===== config.mk =====
export PLATFORM = sky130hd
export DESIGN_NAME = tid_decoder
export DESIGN_NICKNAME = d
export VERILOG_FILES = /design/src/tid_pkg.sv /design/src/tid_sync.sv /design/src/tid_decoder.sv
export SDC_FILE = /design/constraint.sdc
export NUM_CORES = 1
export LEC_CHECK = 0
export ABC_AREA = 1
export BUFFER_PORTS_ARGS = -buffer_cell sky130_fd_sc_hd__buf_2
export CAP_MARGIN = 20
export CORE_MARGIN = 2
export CORE_UTILIZATION = 55
export CTS_CLUSTER_SIZE = 20
export DETAILED_ROUTE_END_ITERATION = 6
export PLACE_DENSITY_LB_ADDON = 0.1
export SLEW_MARGIN = 20
export SYNTH_ARGS = -nofsm -noshare
export SYNTH_HDL_FRONTEND = slang
export SYNTH_SLANG_ARGS = --single-unit

===== constraint.sdc =====
create_clock -name CLOCK -period 2.3 [get_ports CLOCK]
set_input_delay 0.46 -clock CLOCK [delete_from_list [all_inputs] [get_ports CLOCK]]
set_output_delay 0.46 -clock CLOCK [all_outputs]
set_load 0.05 [all_outputs]

===== src/tid_pkg.sv =====
package tid_pkg;

    // ------------------------------------------------------------
    // instruction codes
    // ------------------------------------------------------------
    localparam int IR_W = 3;
    localparam int ID_W = 32;

    typedef logic [IR_W-1:0] tid_ir_t;

    localparam tid_ir_t IR_EXTEST     = 3'h0;
    localparam tid_ir_t IR_IDCODE     = 3'h1;
    localparam tid_ir_t IR_SAMPLE_Z   = 3'h2;
    localparam tid_ir_t IR_RSVD_A     = 3'h3;
    localparam tid_ir_t IR_SAMPLE_PRE = 3'h4;
    localparam tid_ir_t IR_PRIVATE    = 3'h5;
    localparam tid_ir_t IR_RSVD_B     = 3'h6;
    localparam tid_ir_t IR_BYPASS     = 3'h7;

    localparam tid_ir_t    IR_RESET       = IR_IDCODE;
    localparam logic [1:0] IR_CAPTURE_LSB = 2'h1;
    localparam logic       IR_CAPTURE_MSB = 1'h0;
    localparam logic       BYP_CAPTURE    = 1'h0;

    // identification word; value is arbitrary
    localparam logic [ID_W-1:0] ID_VALUE = 32'h0A5C_3001;

    // ------------------------------------------------------------
    // tap controller states, one-hot
    // ------------------------------------------------------------
    typedef enum logic [15:0] {
        ST_TLR        = 16'h0001,
        ST_IDLE       = 16'h0002,
        ST_SEL_DR     = 16'h0004,
        ST_CAPTURE_DR = 16'h0008,
        ST_SHIFT_DR   = 16'h0010,
        ST_EXIT1_DR   = 16'h0020,
        ST_PAUSE_DR   = 16'h0040,
        ST_EXIT2_DR   = 16'h0080,
        ST_UPDATE_DR  = 16'h0100,
        ST_SEL_IR     = 16'h0200,
        ST_CAPTURE_IR = 16'h0400,
        ST_SHIFT_IR   = 16'h0800,
        ST_EXIT1_IR   = 16'h1000,
        ST_PAUSE_IR   = 16'h2000,
        ST_EXIT2_IR   = 16'h4000,
        ST_UPDATE_IR  = 16'h8000
    } tid_state_t;

    // ------------------------------------------------------------
    // carriers
    // ------------------------------------------------------------
    typedef struct packed {
        logic tck;
        logic tms;
        logic tdi;
    } tid_pins_t;

    typedef struct packed {
        logic sel_bsr;
        logic sel_id;
        logic sel_byp;
        logic ring_capture;
        logic force_hiz;
        logic drive_pins;
    } tid_dec_t;

    function automatic tid_dec_t tid_decode(input tid_ir_t ir);
        tid_dec_t d;
        d = '0;
        case (ir)
            IR_EXTEST:
            begin
                d.sel_bsr      = 1'b1;
                d.ring_capture = 1'b1;
                d.drive_pins   = 1'b1;
            end
            IR_IDCODE:
            begin
                d.sel_id = 1'b1;
            end
            IR_SAMPLE_Z:
            begin
                d.sel_bsr      = 1'b1;
                d.ring_capture = 1'b1;
                d.force_hiz    = 1'b1;
            end
            IR_SAMPLE_PRE:
            begin
                d.sel_bsr      = 1'b1;
                d.ring_capture = 1'b1;
            end
            // reserved, private and bypass codes all take the bypass path
            default:
            begin
                d.sel_byp = 1'b1;
            end
        endcase
        return d;
    endfunction : tid_decode

endpackage : tid_pkg


===== src/tid_sync.sv =====
`timescale 1ns/1ps

module tid_sync (
    input  wire logic              clk,
    input  wire logic              rst_n,
    input  wire tid_pkg::tid_pins_t pins_in,
    output tid_pkg::tid_pins_t      pins_out
);
    import tid_pkg::*;

    localparam int W = $bits(tid_pins_t);

    logic [W-1:0] s1_q;
    logic [W-1:0] s2_q;
    logic [W-1:0] s3_q;
    logic [W-1:0] f_q;
    logic [W-1:0] f_d;

    // ------------------------------------------------------------
    // filter: a change counts once stages two and three agree
    // ------------------------------------------------------------
    genvar i;
    generate
        for (i = 0; i < W; i++)
        begin : g_bit
            always_comb
            begin
                f_d[i] = (s2_q[i] == s3_q[i]) ? s3_q[i] : f_q[i];
            end
        end
    endgenerate

    always_ff @(posedge clk or negedge rst_n)
    begin
        if (!rst_n)
        begin
            s1_q <= '0;
            s2_q <= '0;
            s3_q <= '0;
            f_q  <= '0;
        end
        else
        begin
            s1_q <= pins_in;
            s2_q <= s1_q;
            s3_q <= s2_q;
            f_q  <= f_d;
        end
    end

    assign pins_out = f_q;

endmodule : tid_sync


===== src/tid_decoder.sv =====
`timescale 1ns/1ps

module tid_decoder (
    input  wire logic           CLOCK,
    input  wire logic           RST_N,
    input  wire logic           TCK,
    input  wire logic           TMS,
    input  wire logic           TDI,
    input  wire logic           BSR_SO,
    output logic                TDO,
    output logic                TDO_OE,
    output logic                RAM_HIZ,
    output logic                EXTEST_DRIVE,
    output logic                BSR_CAPTURE,
    output logic                BSR_SHIFT,
    output logic                BSR_UPDATE,
    output logic                BSR_SI,
    output tid_pkg::tid_ir_t    INSTR
);
    import tid_pkg::*;

    tid_pins_t           pins_raw;
    tid_pins_t           pins_f;
    logic                tck_prev_q;
    logic                tck_rise;
    logic                tck_fall;

    tid_state_t          state_q;
    tid_state_t          state_d;
    tid_ir_t             ir_q;
    tid_ir_t             ir_d;
    tid_ir_t             ir_sr_q;
    tid_ir_t             ir_sr_d;
    logic [ID_W-1:0]     id_sr_q;
    logic [ID_W-1:0]     id_sr_d;
    logic                byp_q;
    logic                byp_d;
    logic                tdo_q;
    logic                tdo_d;
    logic                oe_q;
    logic                oe_d;
    logic                hiz_q;
    logic                hiz_d;
    logic                drv_q;
    logic                drv_d;
    logic                bcap_q;
    logic                bcap_d;
    logic                bsh_q;
    logic                bsh_d;
    logic                bup_q;
    logic                bup_d;
    logic                bsi_q;
    logic                bsi_d;
    tid_dec_t            dec;

    // ------------------------------------------------------------
    // pin sampling and tck edges
    // ------------------------------------------------------------
    // tck is asynchronous to the ram clock, so every pin is filtered
    assign pins_raw = '{tck: TCK, tms: TMS, tdi: TDI};

    tid_sync u_sync (
        .clk      (CLOCK),
        .rst_n    (RST_N),
        .pins_in  (pins_raw),
        .pins_out (pins_f)
    );

    assign tck_rise = pins_f.tck & ~tck_prev_q;
    assign tck_fall = ~pins_f.tck & tck_prev_q;
    assign dec      = tid_decode(ir_q);

    // ------------------------------------------------------------
    // tap controller
    // ------------------------------------------------------------
    function automatic tid_state_t tid_next(input tid_state_t s, input logic tms);
        tid_state_t n;
        n = ST_TLR;
        case (s)
            ST_TLR:        n = tms ? ST_TLR      : ST_IDLE;
            ST_IDLE:       n = tms ? ST_SEL_DR   : ST_IDLE;
            ST_SEL_DR:     n = tms ? ST_SEL_IR   : ST_CAPTURE_DR;
            ST_CAPTURE_DR: n = tms ? ST_EXIT1_DR : ST_SHIFT_DR;
            ST_SHIFT_DR:   n = tms ? ST_EXIT1_DR : ST_SHIFT_DR;
            ST_EXIT1_DR:   n = tms ? ST_UPDATE_DR : ST_PAUSE_DR;
            ST_PAUSE_DR:   n = tms ? ST_EXIT2_DR : ST_PAUSE_DR;
            ST_EXIT2_DR:   n = tms ? ST_UPDATE_DR : ST_SHIFT_DR;
            ST_UPDATE_DR:  n = tms ? ST_SEL_DR   : ST_IDLE;
            ST_SEL_IR:     n = tms ? ST_TLR      : ST_CAPTURE_IR;
            ST_CAPTURE_IR: n = tms ? ST_EXIT1_IR : ST_SHIFT_IR;
            ST_SHIFT_IR:   n = tms ? ST_EXIT1_IR : ST_SHIFT_IR;
            ST_EXIT1_IR:   n = tms ? ST_UPDATE_IR : ST_PAUSE_IR;
            ST_PAUSE_IR:   n = tms ? ST_EXIT2_IR : ST_PAUSE_IR;
            ST_EXIT2_IR:   n = tms ? ST_UPDATE_IR : ST_SHIFT_IR;
            ST_UPDATE_IR:  n = tms ? ST_SEL_DR   : ST_IDLE;
            default:       n = ST_TLR;
        endcase
        return n;
    endfunction : tid_next

    always_comb
    begin
        state_d = state_q;
        ir_d    = ir_q;
        ir_sr_d = ir_sr_q;
        id_sr_d = id_sr_q;
        byp_d   = byp_q;
        tdo_d   = tdo_q;
        oe_d    = oe_q;
        bcap_d  = 1'b0;
        bsh_d   = 1'b0;
        bup_d   = 1'b0;
        bsi_d   = bsi_q;
        hiz_d   = dec.force_hiz;
        drv_d   = dec.drive_pins;
        if (tck_rise)
        begin
            state_d = tid_next(state_q, pins_f.tms);
            case (state_q)
                ST_TLR:
                begin
                    ir_d = IR_RESET;
                end
                ST_CAPTURE_IR:
                begin
                    ir_sr_d = {IR_CAPTURE_MSB, IR_CAPTURE_LSB};
                end
                ST_SHIFT_IR:
                begin
                    ir_sr_d = {pins_f.tdi, ir_sr_q[IR_W-1:1]};
                end
                ST_CAPTURE_DR:
                begin
                    if (dec.sel_id)
                    begin
                        id_sr_d = ID_VALUE;
                    end
                    byp_d  = BYP_CAPTURE;
                    bcap_d = dec.ring_capture;
                end
                ST_SHIFT_DR:
                begin
                    id_sr_d = {pins_f.tdi, id_sr_q[ID_W-1:1]};
                    byp_d   = pins_f.tdi;
                    bsh_d   = dec.sel_bsr;
                    bsi_d   = pins_f.tdi;
                end
                default:
                begin
                end
            endcase
            // new code takes effect only on entry to update-ir
            if (state_d == ST_UPDATE_IR)
            begin
                ir_d = ir_sr_q;
            end
            if (state_d == ST_UPDATE_DR)
            begin
                bup_d = dec.sel_bsr;
            end
        end
        // tdo changes on the falling edge, lsb first
        if (tck_fall)
        begin
            oe_d = (state_q == ST_SHIFT_DR) || (state_q == ST_SHIFT_IR);
            if (state_q == ST_SHIFT_IR)
            begin
                tdo_d = ir_sr_q[0];
            end
            else if (dec.sel_id)
            begin
                tdo_d = id_sr_q[0];
            end
            else if (dec.sel_bsr)
            begin
                tdo_d = BSR_SO;
            end
            else
            begin
                tdo_d = byp_q;
            end
        end
    end

    always_ff @(posedge CLOCK or negedge RST_N)
    begin
        if (!RST_N)
        begin
            tck_prev_q <= 1'b0;
            state_q    <= ST_TLR;
            ir_q       <= IR_RESET;
            ir_sr_q    <= IR_RESET;
            id_sr_q    <= '0;
            byp_q      <= 1'b0;
            tdo_q      <= 1'b0;
            oe_q       <= 1'b0;
            hiz_q      <= 1'b0;
            drv_q      <= 1'b0;
            bcap_q     <= 1'b0;
            bsh_q      <= 1'b0;
            bup_q      <= 1'b0;
            bsi_q      <= 1'b0;
        end
        else
        begin
            tck_prev_q <= pins_f.tck;
            state_q    <= state_d;
            ir_q       <= ir_d;
            ir_sr_q    <= ir_sr_d;
            id_sr_q    <= id_sr_d;
            byp_q      <= byp_d;
            tdo_q      <= tdo_d;
            oe_q       <= oe_d;
            hiz_q      <= hiz_d;
            drv_q      <= drv_d;
            bcap_q     <= bcap_d;
            bsh_q      <= bsh_d;
            bup_q      <= bup_d;
            bsi_q      <= bsi_d;
        end
    end

    assign TDO          = tdo_q;
    assign TDO_OE       = oe_q;
    assign RAM_HIZ      = hiz_q;
    assign EXTEST_DRIVE = drv_q;
    assign BSR_CAPTURE  = bcap_q;
    assign BSR_SHIFT    = bsh_q;
    assign BSR_UPDATE   = bup_q;
    assign BSR_SI       = bsi_q;
    assign INSTR        = ir_q;
endmodule : tid_decoder


---- Word-level counts from Yosys, hierarchy flattened ----
Cells that the tools add are included.
storage, ports and cells
  flip-flop bits (word level) ............. 76
  input port bits ......................... 6
  output and inout port bits .............. 11
  word-level logic and storage cells ...... 96
operators by class
  equal/unequal tests ..................... 25
  multiplexer cells ....................... 33
  bitwise logic cells ..................... 4
  reductions and logical operators ........ 14
operators by type and width
  kind                                             count
  one-hot mux 16 bit (12 select lines)             1
  one-hot mux 32 bit (2 select lines)              1
  two-way mux 16 bit                               3
  == test 16 bit, second input constant            2
  == test 16 x 9 -> 1 bit, second input constant   2
  two-way mux 32 bit                               1
  two-way mux 9 bit                                2
  == test 16 x 1 -> 1 bit, second input constant   1
  == test 16 x 10 -> 1 bit, second input constant  1
  == test 16 x 11 -> 1 bit, second input constant  1
  == test 16 x 12 -> 1 bit, second input constant  1
  == test 16 x 13 -> 1 bit, second input constant  1
  == test 16 x 14 -> 1 bit, second input constant  1
  == test 16 x 15 -> 1 bit, second input constant  1
  == test 16 x 2 -> 1 bit, second input constant   1
  == test 16 x 3 -> 1 bit, second input constant   1
  == test 16 x 4 -> 1 bit, second input constant   1
  == test 16 x 5 -> 1 bit, second input constant   1
  == test 16 x 6 -> 1 bit, second input constant   1
  == test 16 x 7 -> 1 bit, second input constant   1
  == test 16 x 8 -> 1 bit, second input constant   1
  two-way mux 15 bit                               1
  two-way mux 1 bit                                13
  two-way mux 13 bit                               1
  22 further kinds                                 35

---- Logic depth before layout (Yosys ltp) ----
  depth in word-level cells ............... 7
  mapped depth ............................ 12
  mapped depth without buffers ............ 12

---- By module ----
From an unflattened synthesis, not the netlist that was laid out.
second synthesis, totals
  cells, all modules ...................... 391
  area, all modules ....................... 3402.0 um^2
modules (own cells, without submodules)
  module       instances  cells an instance  area each (um^2)  seq. area each (um^2)
  tid_decoder  1          367                3052.9            1605.3
  tid_sync     1          24                 349.1             300.3

---- Worst setup path before layout ----
Ideal clock, no wire load.
  kind .................................... reg-to-reg
  start ................................... register ir_q[1], in the netlist INSTR[1]
  end ..................................... register id_sr_q[0]
  setup time .............................. 0.129 ns
  arrival ................................. 1.575 ns
  required time ........................... 2.171 ns
  path slack .............................. 0.596 ns
  stages on the path, launching flop included .. 9
  path buffers ............................ 1
  period minus slack after synthesis ...... 1.704 ns
  path through ............................ dfrtp_1 inv_1 nand3_1 nand4_1 nand3_1 buf_4 clkinv_2 o21ai_0 o21ai_0
between the ends
  cells in the longest elaborated chain, start to end .. 4
ends and longest elaborated chain
  what                                  RTL line            text
  start, declared                       tid_decoder.sv:30   tid_ir_t ir_q;
  start signal, assigned                tid_decoder.sv:208  ir_q <= ir_d;
  == test 3 x 1 -> 1 bit                tid_pkg.sv:71       case (ir)
  two-way mux 1 bit                     tid_pkg.sv:71
  != test 2 bit (no source line)        n/a
  AND reduction 3 bit (no source line)  n/a
  end signal, assigned                  tid_decoder.sv:210  id_sr_q <= id_sr_d;
  end, declared                         tid_decoder.sv:34   logic [ID_W-1:0] id_sr_q;
Every way passes these cells.
A chain may end at the register's enable or synchronous reset.

---- Worst setup path after layout ----
  start ................................... register state_q[4]
  end ..................................... register ir_q[1], in the netlist INSTR[1]
between the ends
  cells in the longest elaborated chain, start to end .. 7
  elaborated cells on any way between the ends .. 25
  those cells by class .................... 17 x eq/ne; 3 x mux; 5 x reduce/logical
ends and longest elaborated chain
  what                                                                              RTL line            text
  start, declared                                                                   tid_decoder.sv:28   tid_state_t state_q;
  start signal, assigned                                                            tid_decoder.sv:207  state_q <= state_d;
  == test 16 bit, or another cell as far along                                      tid_decoder.sv:79   case (s)
  OR reduction 3 bit (no source line) / OR reduction 2 bit (equally long branches)  n/a
  one-hot mux 16 bit (12 select lines)                                              tid_decoder.sv:79
  two-way mux 16 bit                                                                tid_decoder.sv:116  if (tck_rise)
  == test 16 bit                                                                    tid_decoder.sv:153  if (state_d == ST_UPDATE_IR)
  nonzero test 2 bit (no source line)                                               n/a
  AND reduction 2 bit (no source line)                                              n/a
Several ways; a longest one is shown, not always the timed one. The select of a mux whose other input is x is not followed.

==> results.md <==
- Post-route fraction of the period consumed by the critical path: between 90% and 100%
- Num CTS Buffers: 9
- Synth area leaders: sky130_fd_sc_hd__dfrtp_1, sky130_fd_sc_hd__nand2_1, sky130_fd_sc_hd__nand3_1
- Metal-1 WL: around 3400 µm
- Slack of the critical path: roughly 210 ps
- Leading cell types by count after synthesis: sky130_fd_sc_hd__nand2_1, sky130_fd_sc_hd__dfrtp_1, sky130_fd_sc_hd__nor2_1
- Start-to-end type of the worst setup path: flip-flop to flip-flop
- Maximum vdd drop: between 0.5 and 0.6 mV
- Number of vias in the routed layout: 2656
- Leakage power summed over all cells: 0.00196 µW
- Total length of routed wires: about 6800 µm
- Worst-path maximum fanout: 7
- Clock period minus final worst setup slack: between 2000 and 2500 ps
- Power density over cell area: roughly 860 nW/µm²
- Clock latency on the worst-skew pair: roughly 340 ps
- Normalized max-slew margin: between 50 and 60%
- Sequential-to-total area share from yosys stat: ~55%
- Synthesis Warnings: 0
- RSZ-0062 raised after global routing: false
- Outcome: complete, no violations
- Layout cells sized above 1: 15.1%
- Number of antenna violations at the first check in global routing: 0
- Pin count of the biggest net entering global routing: 40
- Topmost layer with routed signal wires: met4
- Final Slew Violations: 0
- Number of DRC violations after detailed-routing iteration 0: around 190
- Number of violations of the max-capacitance limit: 0
- Total Nets Final: between 400 and 500
- Remaining routing DRC violations: 0
- Required arrival time at the worst endpoint: 2540 ps
- Final ANT Viol Nets: 0
- Floorplan die area: around 6900 µm²
- Cell area after synthesis: about 3400 µm²
- Seq cells post-synth: 76
- Hold-fix buffers, CTS: 0
- CTS clock-pin slew for the worst setup and hold paths: about 80 ps
- Summed negative setup slack over all endpoints: 0 ps
- Worst path most repeated cell: sky130_fd_sc_hd__nand2_1
- Post-synth EDFFs: 0
- Horizontal extent of the die: a little over 80 µm
- CTS max path bufs: 2
- Final Skew: approximately 7 ps
- Clock tree sinks: 76
- Worst path max stage delay: roughly 410 ps
- Async set or reset register ratio after synthesis: 100%
- Via count of the first global-routing pass: between 2k and 3k
- Cell with the biggest individual delay on the critical path: sky130_fd_sc_hd__dfrtp_1
- Per-instance average area after synthesis: approximately 8.7 µm²
- Worst-Margin Slew: roughly 660 ps
- Buffering stage count on the worst path with inverters included: 0
- Library cell with the largest summed area after synthesis: sky130_fd_sc_hd__dfrtp_1
- Average wire per cell in the routed design: ~14 µm
- Number of antenna cells inserted: 0
- Critical path's top delay family: simple AND/OR/NAND/NOR gates
- Wire length of the first global-routing pass: approximately 12000 µm
- Timing-limited maximum frequency: 479 MHz
- Distinct cells, synth: 36
- Placer congestion estimate: just under 0.9
- Met3 wire length: 337 µm
- Nature of the critical path endpoint: flip-flop
- Setup slack at placement: 277 ps
- Startpoint types: flip-flop
- Quantity of gates resized following cts: 0
- P&R area growth vs syn: 10.9%
- Area share of the largest cell type after synthesis: a little over half
- Count of port buffers added during placement: 16
- Area of the core: around 6000 µm²
- Data arrival time of the critical path: between 2000 and 2500 ps
- GRT Resource Usage Total: 21.8%
- Ordered list of cells on the worst path: nor2_1 > nand2_1 > nor2_1 > nand2_1 > a21oi_1 > o21ai_0 > nand2_1 > nand2_1
- Synthesized net count: about 400
- Half-perimeter wire length of the detailed placement result: 4780 µm
- Post-CTS Setup Bufs: 0
- Number of failing setup endpoints in the final timing report: 0
- Standard-cell row count: 28
- Depth of the CTS H-tree: 3
- # IOs: 17
- Clock root cell: sky130_fd_sc_hd__clkbuf_8
- Vias per cell: about 5.3
- Die H: roughly 83 µm
- Initial Utilization: between 50% and 60%
- Drt pass-1 iters: 6
- Post-synthesis cell count: between 300 and 400
- Grt ovf: 0
- Most used flip-flop cell after synthesis: sky130_fd_sc_hd__dfrtp_1
- Type of the worst min-delay path: input pin to asynchronous set/reset pin
- Final hold viol count: 0
- Most common cell in the netlist: sky130_fd_sc_hd__nand2_1
- Detail Route met2 WL: 3000 µm
- CTS tree: yes
-- kinds of logic (layout without fill, tap and decap cells) --
family / Yosys count / after routing / share of synthesized area [%]
AO/OA/AOI/OAI: 57 / 57 / 10.1
adder cells (fa/ha/maj): 3 / 3 / 0.872
XOR/XNOR: 1 / 1 / 0.254
AND/OR/NAND/NOR: 204 / 204 / 26.5
buffers and inverters: 55 / 83 / 6.87
flip-flops: 76 / 76 / 55.4
-- registers in the layout (all words and copies together) (netlist names) --
name             flops
u_sync.s2_q          3
BSR_UPDATE           1
u_sync.s1_q          3
EXTEST_DRIVE         1
BSR_SHIFT            1
byp_q                1
TDO_OE               1
TDO                  1
BSR_CAPTURE          1
u_sync.pins_out      3
id_sr_q             32
INSTR                3
ir_sr_q              3
state_q             16
u_sync.s3_q          3
BSR_SI               1
tck_prev_q           1
RAM_HIZ              1
-- placed cells by master (no fill, tap or decap), types with 2 or more instances in the layout --
cell,count
sky130_fd_sc_hd__nor3_1,5
sky130_fd_sc_hd__nand2_1,95
sky130_fd_sc_hd__maj3_1,3
sky130_fd_sc_hd__nand2_2,3
sky130_fd_sc_hd__o31ai_1,9
sky130_fd_sc_hd__nand3_2,2
sky130_fd_sc_hd__nand4_1,4
sky130_fd_sc_hd__a21oi_1,10
sky130_fd_sc_hd__inv_1,39
sky130_fd_sc_hd__clkbuf_8,12
sky130_fd_sc_hd__buf_2,15
sky130_fd_sc_hd__dfrtp_1,73
sky130_fd_sc_hd__o21ai_0,26
sky130_fd_sc_hd__nand3_1,39
sky130_fd_sc_hd__nor2_2,4
sky130_fd_sc_hd__and3_1,2
sky130_fd_sc_hd__o21ai_2,5
sky130_fd_sc_hd__dfstp_2,3
sky130_fd_sc_hd__buf_4,9
sky130_fd_sc_hd__clkinv_2,2
sky130_fd_sc_hd__o211ai_1,2
sky130_fd_sc_hd__clkinv_1,2
sky130_fd_sc_hd__nor2_1,44
-- power by group --
group / internal [µW] / switching [µW]
Sequential: 1490 / 86.8
Clock: 485 / 500
Combinational: 198 / 514
Total: 2170 / 1100
-- stage by stage --
stage	cells	util, %	hold slack (ps)	instance area, µm²	power [µW]
3_5_place_dp	483	60.4	335	3620	2300
5_1_grt	499	63.7	113	3820	3450
3_3_place_gp	483	60.4	335	3620	2290
2_1_floorplan	396	-	164	3440	2100
6_report	499	63.7	77.8	3820	3270
4_1_cts	499	63.7	95.5	3820	3290
-- worst paths after layout --
check,start,endpoint,slack [ps],cells past startpoint
max,state_q[4]$_DFFE_PN0P_,INSTR[1]$_DFFE_PN0P_,210,8
min reg2reg,u_sync.s1_q[1]$_DFF_PN0_,u_sync.s2_q[1]$_DFF_PN0_,350,0
max reg2reg,state_q[4]$_DFFE_PN0P_,INSTR[1]$_DFFE_PN0P_,210,8
min in group CLOCK,TCK,u_sync.s1_q[2]$_DFF_PN0_,220,1
max in group asynchronous,RST_N,ir_sr_q[0]$_DFFE_PN1P_,1600,2
min,RST_N,state_q[7]$_DFFE_PN0P_,80,1
-- layer usage --
layer,vias to the layer above,track usage [%]
li1,1330,-
met1,1264,32.0
met2,50,31.7
met3,12,5.37
met4,0,7.75
met5,-,0
-- worst register-to-register path, stage by stage (launching register included) --
cell and delay (ps):
sky130_fd_sc_hd__dfrtp_1 410, sky130_fd_sc_hd__nor2_1 170, sky130_fd_sc_hd__nand2_1 140, sky130_fd_sc_hd__nor2_1 370, sky130_fd_sc_hd__nand2_1 200, sky130_fd_sc_hd__a21oi_1 320
sky130_fd_sc_hd__o21ai_0 220, sky130_fd_sc_hd__nand2_1 100, sky130_fd_sc_hd__nand2_1 50
-- cell type report --
class,instances,area (µm²)
clock buffers,12,165
clock inverters,4,30.0
fillers,514,2170
inverters,42,159
multi-input cells,265,1300
flip-flops and latches,76,1910
well taps,75,93.8
repair buffers,25,163
No activity file was read; power rests on OpenSTA's default activity.
